===== src/include/esq_pkg.sv =====
// Purpose: Shared constants for the event status queue block.
// Assumes: 16-bit host registers, ten data bits above a six-bit identifier.
// Notes:   Offsets are page offsets in memory mode or port offsets in I/O mode.
package esq_pkg;
    localparam logic [15:0] OFF_RX_CFG     = 16'h0102;
    localparam logic [15:0] OFF_QUEUE      = 16'h0120;
    localparam logic [15:0] OFF_RX_EVENT   = 16'h0124;
    localparam logic [15:0] OFF_TX_EVENT   = 16'h0128;
    localparam logic [15:0] OFF_BUF_EVENT  = 16'h012c;
    localparam logic [15:0] OFF_MISS_CNT   = 16'h0130;
    localparam logic [15:0] OFF_COL_CNT    = 16'h0132;
    localparam logic [15:0] OFF_LINE_ST    = 16'h0134;
    localparam logic [15:0] OFF_SELF_ST    = 16'h0136;
    localparam logic [15:0] OFF_BUS_ST     = 16'h0138;
    localparam logic [15:0] OFF_REFL_CNT   = 16'h013c;
    localparam logic [15:0] IO_OFF_QUEUE   = 16'h0008;

    localparam logic [5:0]  ID_RX_CFG      = 6'h03;
    localparam logic [5:0]  ID_RX_EVENT    = 6'h04;
    localparam logic [5:0]  ID_TX_EVENT    = 6'h08;
    localparam logic [5:0]  ID_BUF_EVENT   = 6'h0c;
    localparam logic [5:0]  ID_MISS_CNT    = 6'h10;
    localparam logic [5:0]  ID_COL_CNT     = 6'h12;
    localparam logic [5:0]  ID_LINE_ST     = 6'h14;
    localparam logic [5:0]  ID_SELF_ST     = 6'h16;
    localparam logic [5:0]  ID_BUS_ST      = 6'h18;
    localparam logic [5:0]  ID_REFL_CNT    = 6'h1c;

    localparam int          ID_LSB         = 0;
    localparam int          ID_W           = 6;
    localparam int          DATA_LSB       = 6;
    localparam int          DATA_W         = 10;

    localparam logic [9:0]  RX_CFG_RESET   = 10'h000;
    localparam logic [9:0]  RX_IRQ_MASK    = 10'h1c4;
    localparam logic [9:0]  CNT_OVF_BIT    = 10'h200;
endpackage


===== src/hdl/esq_event_status_queue.sv =====
// Purpose: Event reporting registers, interrupt status queue and request line.
// Assumes: One read or write strobe per access; inputs synchronous to CORE_CLK.
// Notes:   Read data appears one cycle after the read strobe and then holds.
//          Reading the queue or an event register directly consumes that entry.
//          Counters clear on a direct read; an increment in that cycle still counts.
//          The request line stays high while any queue entry is pending.
//
// Functional notes
// - Enabled events set bits, presented through queue.
// - Posted enabled event drives interrupt request high.
// - Queue sources include receive, transmit, buffer events.
// - Missed-frame and collision overflows also queue.
// - Memory mode queue at 0120h, writes ignored.
// - I/O mode queue readable at 0008h.
// - Queue low six bits name reported register.
// - Queue upper ten bits carry register data.
// - Receive configuration read/write at 0102h, id 000011.
// - Fixed low six bits identify each register.
`timescale 1ns/100ps
module esq_event_status_queue (
    // Clock and synchronous reset.
    input  wire logic        CORE_CLK,
    input  wire logic        RST_N,
    // Host register bus.
    input  wire logic        HOST_IO_MODE,
    input  wire logic [15:0] HOST_ADDR,
    input  wire logic        HOST_RD,
    input  wire logic        HOST_WR,
    input  wire logic [15:0] HOST_WDATA,
    output logic      [15:0] HOST_RDATA,
    // Event inputs and their interrupt enables.
    input  wire logic [9:0]  RX_EVENT_IN,
    input  wire logic [9:0]  TX_EVENT_IN,
    input  wire logic [9:0]  TX_IRQ_EN,
    input  wire logic [9:0]  BUF_EVENT_IN,
    input  wire logic [9:0]  BUF_IRQ_EN,
    // Counter increments and overflow report enables.
    input  wire logic        MISS_INC,
    input  wire logic        MISS_OVF_IRQ_EN,
    input  wire logic        COL_INC,
    input  wire logic        COL_OVF_IRQ_EN,
    input  wire logic        REFL_INC,
    // Live status inputs, read directly.
    input  wire logic [9:0]  LINE_STATUS_IN,
    input  wire logic [9:0]  SELF_STATUS_IN,
    input  wire logic [9:0]  BUS_STATUS_IN,
    // Configuration and interrupt request outputs.
    output logic      [9:0]  RX_CFG_OUT,
    output logic             IRQ
);

    // Builds a register word from its ten data bits and its identifier.
    function automatic logic [15:0] word_of(input logic [9:0] data, input logic [5:0] id);
        word_of = {data, id};
    endfunction

    // Counter step: a read clears, an increment in the same cycle still counts.
    function automatic logic [9:0] count_next(input logic [9:0] cnt, input logic clr,
                                              input logic inc);
        logic [9:0] base;
        base = clr ? 10'h000 : cnt;
        count_next = inc ? 10'(base + 10'h001) : base;
    endfunction

    // Event step: new bits win over a clear that falls in the same cycle.
    function automatic logic [9:0] event_next(input logic [9:0] cur, input logic clr,
                                              input logic hit, input logic [9:0] bits);
        event_next = (clr ? 10'h000 : cur) | (hit ? bits : 10'h000);
    endfunction

    // True when a memory-mode strobe addresses the given page offset.
    function automatic logic page_hit(input logic strobe, input logic [15:0] addr,
                                      input logic [15:0] off);
        page_hit = strobe && addr == off;
    endfunction

    // Registered state.
    logic [9:0]  rx_cfg_reg;
    logic [9:0]  rx_evt_reg;
    logic [9:0]  tx_evt_reg;
    logic [9:0]  buf_evt_reg;
    logic [9:0]  miss_cnt_reg;
    logic [9:0]  col_cnt_reg;
    logic [9:0]  refl_cnt_reg;
    logic        miss_ovf_reg;
    logic        col_ovf_reg;
    logic [9:0]  miss_ovf_data_reg;
    logic [9:0]  col_ovf_data_reg;
    logic [15:0] rdata_reg;

    // Next-state values, all formed by continuous assignments.
    logic [9:0]  rx_cfg_next;
    logic [9:0]  rx_evt_next;
    logic [9:0]  tx_evt_next;
    logic [9:0]  buf_evt_next;
    logic [9:0]  miss_cnt_next;
    logic [9:0]  col_cnt_next;
    logic [9:0]  refl_cnt_next;
    logic        miss_ovf_next;
    logic        col_ovf_next;
    logic [15:0] rdata_next;
    logic [9:0]  miss_ovf_data_next;
    logic [9:0]  col_ovf_data_next;

    // Address decode: memory-mode page offsets, or the I/O-mode queue port.
    wire mem_acc      = !HOST_IO_MODE;
    wire rd_queue     = HOST_RD && ((mem_acc && HOST_ADDR == esq_pkg::OFF_QUEUE) ||
                        (!mem_acc && HOST_ADDR == esq_pkg::IO_OFF_QUEUE));
    wire rd_mem       = HOST_RD && mem_acc;
    wire wr_mem       = HOST_WR && mem_acc;
    wire rd_rx_cfg    = page_hit(rd_mem, HOST_ADDR, esq_pkg::OFF_RX_CFG);
    wire wr_rx_cfg    = page_hit(wr_mem, HOST_ADDR, esq_pkg::OFF_RX_CFG);
    wire rd_rx_evt    = page_hit(rd_mem, HOST_ADDR, esq_pkg::OFF_RX_EVENT);
    wire rd_tx_evt    = page_hit(rd_mem, HOST_ADDR, esq_pkg::OFF_TX_EVENT);
    wire rd_buf_evt   = page_hit(rd_mem, HOST_ADDR, esq_pkg::OFF_BUF_EVENT);
    wire rd_miss      = page_hit(rd_mem, HOST_ADDR, esq_pkg::OFF_MISS_CNT);
    wire rd_col       = page_hit(rd_mem, HOST_ADDR, esq_pkg::OFF_COL_CNT);
    wire rd_line      = page_hit(rd_mem, HOST_ADDR, esq_pkg::OFF_LINE_ST);
    wire rd_self      = page_hit(rd_mem, HOST_ADDR, esq_pkg::OFF_SELF_ST);
    wire rd_bus       = page_hit(rd_mem, HOST_ADDR, esq_pkg::OFF_BUS_ST);
    wire rd_refl      = page_hit(rd_mem, HOST_ADDR, esq_pkg::OFF_REFL_CNT);

    // An event is posted only when at least one of its bits has its enable set.
    wire rx_hit       = |(RX_EVENT_IN & rx_cfg_reg & esq_pkg::RX_IRQ_MASK);
    wire tx_hit       = |(TX_EVENT_IN & TX_IRQ_EN);
    wire buf_hit      = |(BUF_EVENT_IN & BUF_IRQ_EN);

    // Queue selection in fixed priority: receive, transmit, buffer, missed, collision.
    wire rx_pend      = |rx_evt_reg;
    wire tx_pend      = |tx_evt_reg;
    wire buf_pend     = |buf_evt_reg;
    wire sel_rx       = rx_pend;
    wire sel_tx       = !rx_pend && tx_pend;
    wire sel_buf      = !rx_pend && !tx_pend && buf_pend;
    wire sel_miss     = !rx_pend && !tx_pend && !buf_pend && miss_ovf_reg;
    wire sel_col      = !rx_pend && !tx_pend && !buf_pend && !miss_ovf_reg
                        && col_ovf_reg;

    wire [15:0] queue_word =
        sel_rx   ? word_of(rx_evt_reg, esq_pkg::ID_RX_EVENT) :
        sel_tx   ? word_of(tx_evt_reg, esq_pkg::ID_TX_EVENT) :
        sel_buf  ? word_of(buf_evt_reg, esq_pkg::ID_BUF_EVENT) :
        sel_miss ? word_of(miss_ovf_data_reg, esq_pkg::ID_MISS_CNT) :
        sel_col  ? word_of(col_ovf_data_reg, esq_pkg::ID_COL_CNT) :
                   16'h0000;

    // Reading the queue consumes the presented entry; direct reads consume too.
    wire clr_rx       = (rd_queue && sel_rx) || rd_rx_evt;
    wire clr_tx       = (rd_queue && sel_tx) || rd_tx_evt;
    wire clr_buf      = (rd_queue && sel_buf) || rd_buf_evt;
    wire clr_miss_ovf = (rd_queue && sel_miss) || rd_miss;
    wire clr_col_ovf  = (rd_queue && sel_col) || rd_col;

    // Overflow is reported when the counter's top bit first becomes set.
    wire miss_top_now = |(miss_cnt_reg & esq_pkg::CNT_OVF_BIT);
    wire miss_top_new = |(miss_cnt_next & esq_pkg::CNT_OVF_BIT);
    wire col_top_now  = |(col_cnt_reg & esq_pkg::CNT_OVF_BIT);
    wire col_top_new  = |(col_cnt_next & esq_pkg::CNT_OVF_BIT);
    wire miss_ovf_evt = MISS_OVF_IRQ_EN && !miss_top_now && miss_top_new;
    wire col_ovf_evt  = COL_OVF_IRQ_EN && !col_top_now && col_top_new;

    // New event bits win over a clear in the same cycle.
    assign rx_evt_next   = event_next(rx_evt_reg, clr_rx, rx_hit, RX_EVENT_IN);
    assign tx_evt_next   = event_next(tx_evt_reg, clr_tx, tx_hit, TX_EVENT_IN);
    assign buf_evt_next  = event_next(buf_evt_reg, clr_buf, buf_hit, BUF_EVENT_IN);
    // The overflow report keeps the count seen at the moment it was posted.
    assign miss_ovf_data_next = miss_ovf_evt ? miss_cnt_next : miss_ovf_data_reg;
    assign col_ovf_data_next  = col_ovf_evt ? col_cnt_next : col_ovf_data_reg;
    assign miss_cnt_next = count_next(miss_cnt_reg, rd_miss, MISS_INC);
    assign col_cnt_next  = count_next(col_cnt_reg, rd_col, COL_INC);
    assign refl_cnt_next = count_next(refl_cnt_reg, rd_refl, REFL_INC);
    assign miss_ovf_next = miss_ovf_evt || (miss_ovf_reg && !clr_miss_ovf);
    assign col_ovf_next  = col_ovf_evt || (col_ovf_reg && !clr_col_ovf);
    assign rx_cfg_next   = wr_rx_cfg ? HOST_WDATA[15:6] : rx_cfg_reg;

    // Read data mux; unmapped offsets and the I/O-mode non-queue ports read zero.
    assign rdata_next =
        rd_queue   ? queue_word :
        rd_rx_cfg  ? word_of(rx_cfg_reg, esq_pkg::ID_RX_CFG) :
        rd_rx_evt  ? word_of(rx_evt_reg, esq_pkg::ID_RX_EVENT) :
        rd_tx_evt  ? word_of(tx_evt_reg, esq_pkg::ID_TX_EVENT) :
        rd_buf_evt ? word_of(buf_evt_reg, esq_pkg::ID_BUF_EVENT) :
        rd_miss    ? word_of(miss_cnt_reg, esq_pkg::ID_MISS_CNT) :
        rd_col     ? word_of(col_cnt_reg, esq_pkg::ID_COL_CNT) :
        rd_line    ? word_of(LINE_STATUS_IN, esq_pkg::ID_LINE_ST) :
        rd_self    ? word_of(SELF_STATUS_IN, esq_pkg::ID_SELF_ST) :
        rd_bus     ? word_of(BUS_STATUS_IN, esq_pkg::ID_BUS_ST) :
        rd_refl    ? word_of(refl_cnt_reg, esq_pkg::ID_REFL_CNT) :
        HOST_RD    ? 16'h0000 : rdata_reg;

    // Receive configuration is the only register the host can write.
    always_ff @(posedge CORE_CLK) begin
        if (!RST_N) begin
            rx_cfg_reg <= esq_pkg::RX_CFG_RESET;
        end else begin
            rx_cfg_reg <= rx_cfg_next;
        end
    end

    // Receive events collect until the host consumes them.
    always_ff @(posedge CORE_CLK) begin
        if (!RST_N) begin
            rx_evt_reg <= 10'h000;
        end else begin
            rx_evt_reg <= rx_evt_next;
        end
    end

    // Transmit events collect until the host consumes them.
    always_ff @(posedge CORE_CLK) begin
        if (!RST_N) begin
            tx_evt_reg <= 10'h000;
        end else begin
            tx_evt_reg <= tx_evt_next;
        end
    end

    // Buffer events collect until the host consumes them.
    always_ff @(posedge CORE_CLK) begin
        if (!RST_N) begin
            buf_evt_reg <= 10'h000;
        end else begin
            buf_evt_reg <= buf_evt_next;
        end
    end

    // Missed-frame count wraps at ten bits.
    always_ff @(posedge CORE_CLK) begin
        if (!RST_N) begin
            miss_cnt_reg <= 10'h000;
        end else begin
            miss_cnt_reg <= miss_cnt_next;
        end
    end

    // Collision count wraps at ten bits.
    always_ff @(posedge CORE_CLK) begin
        if (!RST_N) begin
            col_cnt_reg <= 10'h000;
        end else begin
            col_cnt_reg <= col_cnt_next;
        end
    end

    // Reflectometer count wraps at ten bits and posts no report.
    always_ff @(posedge CORE_CLK) begin
        if (!RST_N) begin
            refl_cnt_reg <= 10'h000;
        end else begin
            refl_cnt_reg <= refl_cnt_next;
        end
    end

    // Missed-frame overflow entry waits in the queue until consumed.
    always_ff @(posedge CORE_CLK) begin
        if (!RST_N) begin
            miss_ovf_reg <= 1'b0;
        end else begin
            miss_ovf_reg <= miss_ovf_next;
        end
    end

    // Collision overflow entry waits in the queue until consumed.
    always_ff @(posedge CORE_CLK) begin
        if (!RST_N) begin
            col_ovf_reg <= 1'b0;
        end else begin
            col_ovf_reg <= col_ovf_next;
        end
    end

    // Count captured with the missed-frame overflow report.
    always_ff @(posedge CORE_CLK) begin
        if (!RST_N) begin
            miss_ovf_data_reg <= 10'h000;
        end else begin
            miss_ovf_data_reg <= miss_ovf_data_next;
        end
    end

    // Count captured with the collision overflow report.
    always_ff @(posedge CORE_CLK) begin
        if (!RST_N) begin
            col_ovf_data_reg <= 10'h000;
        end else begin
            col_ovf_data_reg <= col_ovf_data_next;
        end
    end

    // Read data is captured with the strobe and held until the next read.
    always_ff @(posedge CORE_CLK) begin
        if (!RST_N) begin
            rdata_reg <= 16'h0000;
        end else begin
            rdata_reg <= rdata_next;
        end
    end

    // Data outputs come straight from flip-flops.
    assign HOST_RDATA = rdata_reg;
    assign RX_CFG_OUT = rx_cfg_reg;
    // The request stays high while any entry waits in the queue.
    assign IRQ = rx_pend || tx_pend || buf_pend || miss_ovf_reg || col_ovf_reg;

endmodule // esq_event_status_queue


===== config.mk =====
export PLATFORM = sky130hd
export DESIGN_NAME = esq_event_status_queue
export DESIGN_NICKNAME = d
export VERILOG_FILES = /design/src/include/esq_pkg.sv /design/src/hdl/esq_event_status_queue.sv
export SDC_FILE = /design/constraint.sdc
export NUM_CORES = 1
export LEC_CHECK = 0
export BUFFER_PORTS_ARGS = -buffer_cell sky130_fd_sc_hd__buf_4
export CORE_MARGIN = 2
export CORE_UTILIZATION = 55
export DETAILED_ROUTE_END_ITERATION = 7
export PLACE_DENSITY = 0.83
export SYNTH_ARGS = -nofsm -noshare
export SYNTH_HDL_FRONTEND = slang
export SYNTH_SLANG_ARGS = --single-unit

===== constraint.sdc =====
create_clock -name CORE_CLK -period 4.95 [get_ports CORE_CLK]
set_input_delay 0.99 -clock CORE_CLK [delete_from_list [all_inputs] [get_ports CORE_CLK]]
set_output_delay 0.99 -clock CORE_CLK [all_outputs]
set_load 0.01 [all_outputs]

==> impl_metrics.xml <==
<?xml version="1.0" encoding="UTF-8"?>
<metrics>
  <group name="critical_path">
    <metric name="timing.rr.start" unit="">rx_evt_reg[0]</metric>
    <metric name="critical_path.endpoint_type" unit="">flop</metric>
    <metric name="worst-setup-path-type" unit="">in -&gt; reg</metric>
    <metric name="critical_path.startpoint_type" unit="">input pin</metric>
    <metric name="timing.critical_path.slowest_cell_delay" unit="ps">720</metric>
    <metric name="crit_fanout" unit="">14</metric>
    <metric name="rr_worst_depth" unit="">6</metric>
    <metric name="slowest_stage" unit="">sky130_fd_sc_hd__nand4_1</metric>
    <metric name="critPathRequiredTime" unit="ps">5220</metric>
    <metric name="critical_path.n_buffers_inverters" unit="">1</metric>
    <metric name="reg2reg_setup_slack" unit="ps">2210</metric>
    <metric name="arrival" unit="ps">3840</metric>
    <metric name="destination_of_the_worst_register_to_register_timing_path" unit="">buf_evt_reg[4]</metric>
    <metric name="cpLargestDelayFamily" unit="">simple AND/OR/NAND/NOR gates</metric>
    <metric name="crit_chain" unit="">buf_4, nor3b_1, nand4_1, or2_2, o22a_1, a22oi_1, nor2_1</metric>
  </group>
  <group name="drt">
    <metric name="drt_pass1_iterations" unit="">5</metric>
    <metric name="wl_per_cell" unit="um">20.0</metric>
    <metric name="drt.antenna.violating_nets" unit="">0</metric>
    <metric name="wirelength" unit="um">19600</metric>
    <metric name="avgViaCountPerCell" unit="">6.35</metric>
    <metric name="drc" unit="">0</metric>
    <metric name="vias_after_detailed_routing" unit="">6221</metric>
    <metric name="drt_iter0_drc" unit="">582</metric>
  </group>
  <group name="global_routing">
    <metric name="grt.overflow.total" unit="">0</metric>
    <metric name="grt_use_total" unit="">0.344</metric>
    <metric name="maximum_number_of_pins_on_one_net_before_global_route_repair" unit="">46</metric>
    <metric name="first_global_vias" unit="">5999</metric>
    <metric name="grt_antenna_before_repair" unit="">2</metric>
    <metric name="grt_pass1_wl" unit="um">30700</metric>
  </group>
  <group name="sta">
    <metric name="setup_viol" unit="">0</metric>
    <metric name="final-hold-violation-count" unit="">0</metric>
    <metric name="worst_slew_pin_tran" unit="ps">1080</metric>
    <metric name="timing.fmax" unit="MHz">280</metric>
    <metric name="setup-tns-final" unit="ps">0</metric>
    <metric name="clock-skew-final" unit="ps">13.2</metric>
    <metric name="fin_crit_sh" unit="">0.722</metric>
    <metric name="maxSlewViolCount" unit="">0</metric>
    <metric name="final_critical_path_setup_slack" unit="ps">1370</metric>
    <metric name="worst_slew_margin_relative_to_its_limit" unit="">0.281</metric>
    <metric name="grt_setup_unrepaired" unit="">false</metric>
    <metric name="post-route-min-period" unit="ps">3580</metric>
  </group>
  <group name="hold_path">
    <metric name="hold_path_depth" unit="">2</metric>
    <metric name="min-delay-path-class" unit="">reg -&gt; reg</metric>
    <metric name="worst_hold_path.endpoint" unit="">HOST_RDATA[0]</metric>
    <metric name="hold_path_startpoint" unit="">HOST_RDATA[0]</metric>
  </group>
  <group name="synth">
    <metric name="synth_adder_area_share" unit="">0.00642</metric>
    <metric name="yosys_warnings" unit="">0</metric>
    <metric name="synth.cell_area" unit="sq um">5850</metric>
    <metric name="synth_area_per_cell" unit="sq um">8.15</metric>
    <metric name="top_cell_type_by_total_area_after_synthesis" unit="">sky130_fd_sc_hd__dfxtp_1</metric>
    <metric name="total_of_flip_flops_plus_latches_after_synthesis" unit="">107</metric>
    <metric name="synthTopCellsByArea" unit="">sky130_fd_sc_hd__dfxtp_1 (37%), sky130_fd_sc_hd__nor2_1 (7.6%), sky130_fd_sc_hd__a22oi_1 (4.9%)</metric>
    <metric name="postSynthNetCount" unit="">843</metric>
    <metric name="synth-seq-area-share" unit="">0.366</metric>
    <metric name="synth_top_area_share" unit="">0.366</metric>
    <metric name="synth_enable_flop_cells" unit="">0</metric>
    <metric name="synth_cells" unit="">718</metric>
    <metric name="synth-xor-area-share" unit="">0.0374</metric>
    <metric name="synth.distinct_cells" unit="">70</metric>
    <metric name="synth_mux_area_frac" unit="">0.0464</metric>
    <metric name="synth_compound_gate_area_share" unit="">0.247</metric>
    <metric name="synth_area_in_simple_gates" unit="">0.260</metric>
    <metric name="ys_async_sr_fraction" unit="">0</metric>
    <metric name="synthFlopType" unit="">sky130_fd_sc_hd__dfxtp_1</metric>
    <metric name="largest_family_of_logic_cells_by_synthesized_area" unit="">simple AND/OR/NAND/NOR gates</metric>
  </group>
  <group name="placement">
    <metric name="half_perimeter_wire_length_after_detailed_placement" unit="um">15200</metric>
    <metric name="placed_cells_incl_taps" unit="">964</metric>
    <metric name="dp_slack" unit="ps">974</metric>
    <metric name="gpl.final_weighted_congestion" unit="">0.977</metric>
    <metric name="port_buffers" unit="">141</metric>
  </group>
  <group name="layout">
    <metric name="num_antenna_cells" unit="">0</metric>
    <metric name="syn_to_final_growth" unit="%">22.8</metric>
    <metric name="layout-drive-gt1-share" unit="">0.219</metric>
    <metric name="layout.cells.non_filler" unit="">980</metric>
    <metric name="largest_reg_flops" unit="">15</metric>
    <metric name="num-nets-final" unit="">964</metric>
  </group>
  <group name="cts">
    <metric name="clk_pin_slew_worst_paths" unit="ps">110</metric>
    <metric name="clock_sink_count" unit="">107</metric>
    <metric name="clock_tree.buffer_depth" unit="">2</metric>
    <metric name="cts.repair.resized" unit="">0</metric>
    <metric name="cts_buffers" unit="">9</metric>
    <metric name="worst_skew_pair.late_latency" unit="ps">410</metric>
    <metric name="htreeDepth" unit="">3</metric>
    <metric name="buffers_inserted_by_post_cts_timing_repair" unit="">0</metric>
    <metric name="cts-hold-fix-buffers" unit="">0</metric>
    <metric name="tritoncts" unit="">yes</metric>
    <metric name="cts.root.buffer_cell" unit="">sky130_fd_sc_hd__clkbuf_8</metric>
  </group>
  <group name="floorplanning">
    <metric name="ioPinCount" unit="">149</metric>
    <metric name="initial_utilization" unit="">0.567</metric>
    <metric name="overall_die_area" unit="sq um">11500</metric>
    <metric name="rows" unit="">37</metric>
    <metric name="die_y" unit="um">107</metric>
    <metric name="floorplan.die.width" unit="um">107</metric>
    <metric name="fp.coreArea" unit="sq um">10300</metric>
  </group>
  <group name="flow_run">
    <metric name="max-cap-violations" unit="">0</metric>
  </group>
  <group name="power_and_ir_drop">
    <metric name="total_power" unit="W">0.00177</metric>
    <metric name="power.static_leakage" unit="nW">3.01</metric>
    <metric name="power.ir.vdd_worst" unit="uV">294</metric>
    <metric name="pwr_density_cell" unit="nW/um^2">246</metric>
  </group>
  <group name="run_status">
    <metric name="status" unit="">completed</metric>
  </group>
</metrics>
[worst max-delay path by stage]
stage | start | end | cells after the start
2_1_floorplan | HOST_ADDR[13] | col_ovf_data_reg[8] | 13
3_3_place_gp | HOST_ADDR[13] | col_ovf_data_reg[8] | 12
5_1_grt | HOST_ADDR[13] | col_ovf_data_reg[8] | 12
3_5_place_dp | HOST_ADDR[13] | col_ovf_data_reg[8] | 12
6_report | HOST_ADDR[1] | tx_evt_reg[0] | 7
4_1_cts | HOST_ADDR[13] | col_ovf_data_reg[8] | 12
[area by class of cell]
type | instances | area (sq um)
clock buffers | 9 | 124
clock inverters | 7 | 108
fillers | 865 | 3140
inverters | 10 | 37.5
multi-input cells | 564 | 3500
flip-flops and latches | 107 | 2140
well taps | 136 | 170
repair buffers | 147 | 1100
[tightest hold or removal path, cell delays in order, from the launching register on]
cell                      delay (ps)
sky130_fd_sc_hd__dfxtp_1         330
sky130_fd_sc_hd__nand2_1          50
sky130_fd_sc_hd__a21oi_1          50
[cells in the final DEF (no fill, tap or decap), drive strengths merged, types with 6 or more instances in the layout]
| cell type | netlist | routed |
|---|---|---|
| a21o | 11 | 11 |
| o21ai | 27 | 27 |
| inv | 10 | 13 |
| nand2b | 10 | 10 |
| xor2 | 13 | 13 |
| a211o | 6 | 6 |
| and2 | 17 | 17 |
| and3 | 14 | 14 |
| nor4 | 11 | 11 |
| o221ai | 8 | 8 |
| nor3 | 12 | 12 |
| nand2 | 58 | 58 |
| nand3 | 19 | 19 |
| a221oi | 11 | 11 |
| buf | 10 | 147 |
| o32ai | 7 | 7 |
| mux2i | 26 | 26 |
| nand4 | 17 | 17 |
| dfxtp | 107 | 107 |
| xnor2 | 12 | 12 |
| clkbuf | 27 | 9 |
| nor2 | 119 | 119 |
| a22oi | 40 | 40 |
| a21oi | 43 | 43 |
[cells in the mapped netlist, types with 5 or more instances]
library cell	n
sky130_fd_sc_hd__and2_1	17
sky130_fd_sc_hd__dfxtp_1	107
sky130_fd_sc_hd__and3_1	14
sky130_fd_sc_hd__mux2i_1	26
sky130_fd_sc_hd__a221oi_1	11
sky130_fd_sc_hd__nand2b_1	10
sky130_fd_sc_hd__nand2_1	58
sky130_fd_sc_hd__a22oi_1	38
sky130_fd_sc_hd__xnor2_1	12
sky130_fd_sc_hd__nand4_1	17
sky130_fd_sc_hd__o32ai_1	6
sky130_fd_sc_hd__o21ai_0	27
sky130_fd_sc_hd__o221ai_1	8
sky130_fd_sc_hd__xor2_1	13
sky130_fd_sc_hd__clkbuf_1	27
sky130_fd_sc_hd__nand3_1	19
sky130_fd_sc_hd__a211o_1	6
sky130_fd_sc_hd__nor4_1	10
sky130_fd_sc_hd__nor2b_1	5
sky130_fd_sc_hd__nor2_1	119
sky130_fd_sc_hd__a21o_1	11
sky130_fd_sc_hd__a21oi_1	43
sky130_fd_sc_hd__nor3_1	11
sky130_fd_sc_hd__inv_1	9
[kinds of logic (layout without fill, tap and decap cells)]
| logic type | Yosys count | count (layout) |
|---|---|---|
| simple gates | 308 | 308 |
| compound gates | 200 | 200 |
| flops | 107 | 107 |
| buf+inv | 47 | 173 |
| mux | 27 | 27 |
| xor+xnor | 25 | 25 |
| fa+ha+maj | 3 | 3 |
| other cells | 1 | 1 |
[where the power goes]
group / switching (W) / leakage (nW) / internal (W)
Combinational: 0.000109 / 2.03 / 0.000114
Clock: 0.000340 / 0.117 / 0.000294
Sequential: 0.0000266 / 0.871 / 0.000882
[per-stage QoR]
step / cell area (sq um) / hold WS, ps / utilization
floorplan: 5850 / 426 / -
global placement: 6950 / 434 / 0.673
detailed placement: 6950 / 446 / 0.673
CTS: 7180 / 466 / 0.696
global route: 7180 / 489 / 0.696
finish: 7180 / 469 / 0.696
[routing by layer]
| layer | track usage | up-vias | share of wire |
|---|---|---|---|
| li1 | - | 2900 | - |
| met2 | 0.558 | 320 | 0.48 |
| met5 | 0 | - | 0.00066 |
| met4 | 0.116 | 2 | 0.024 |
| met3 | 0.0930 | 46 | 0.090 |
| met1 | 0.443 | 2953 | 0.41 |
Power figures use the tool's default switching activity.
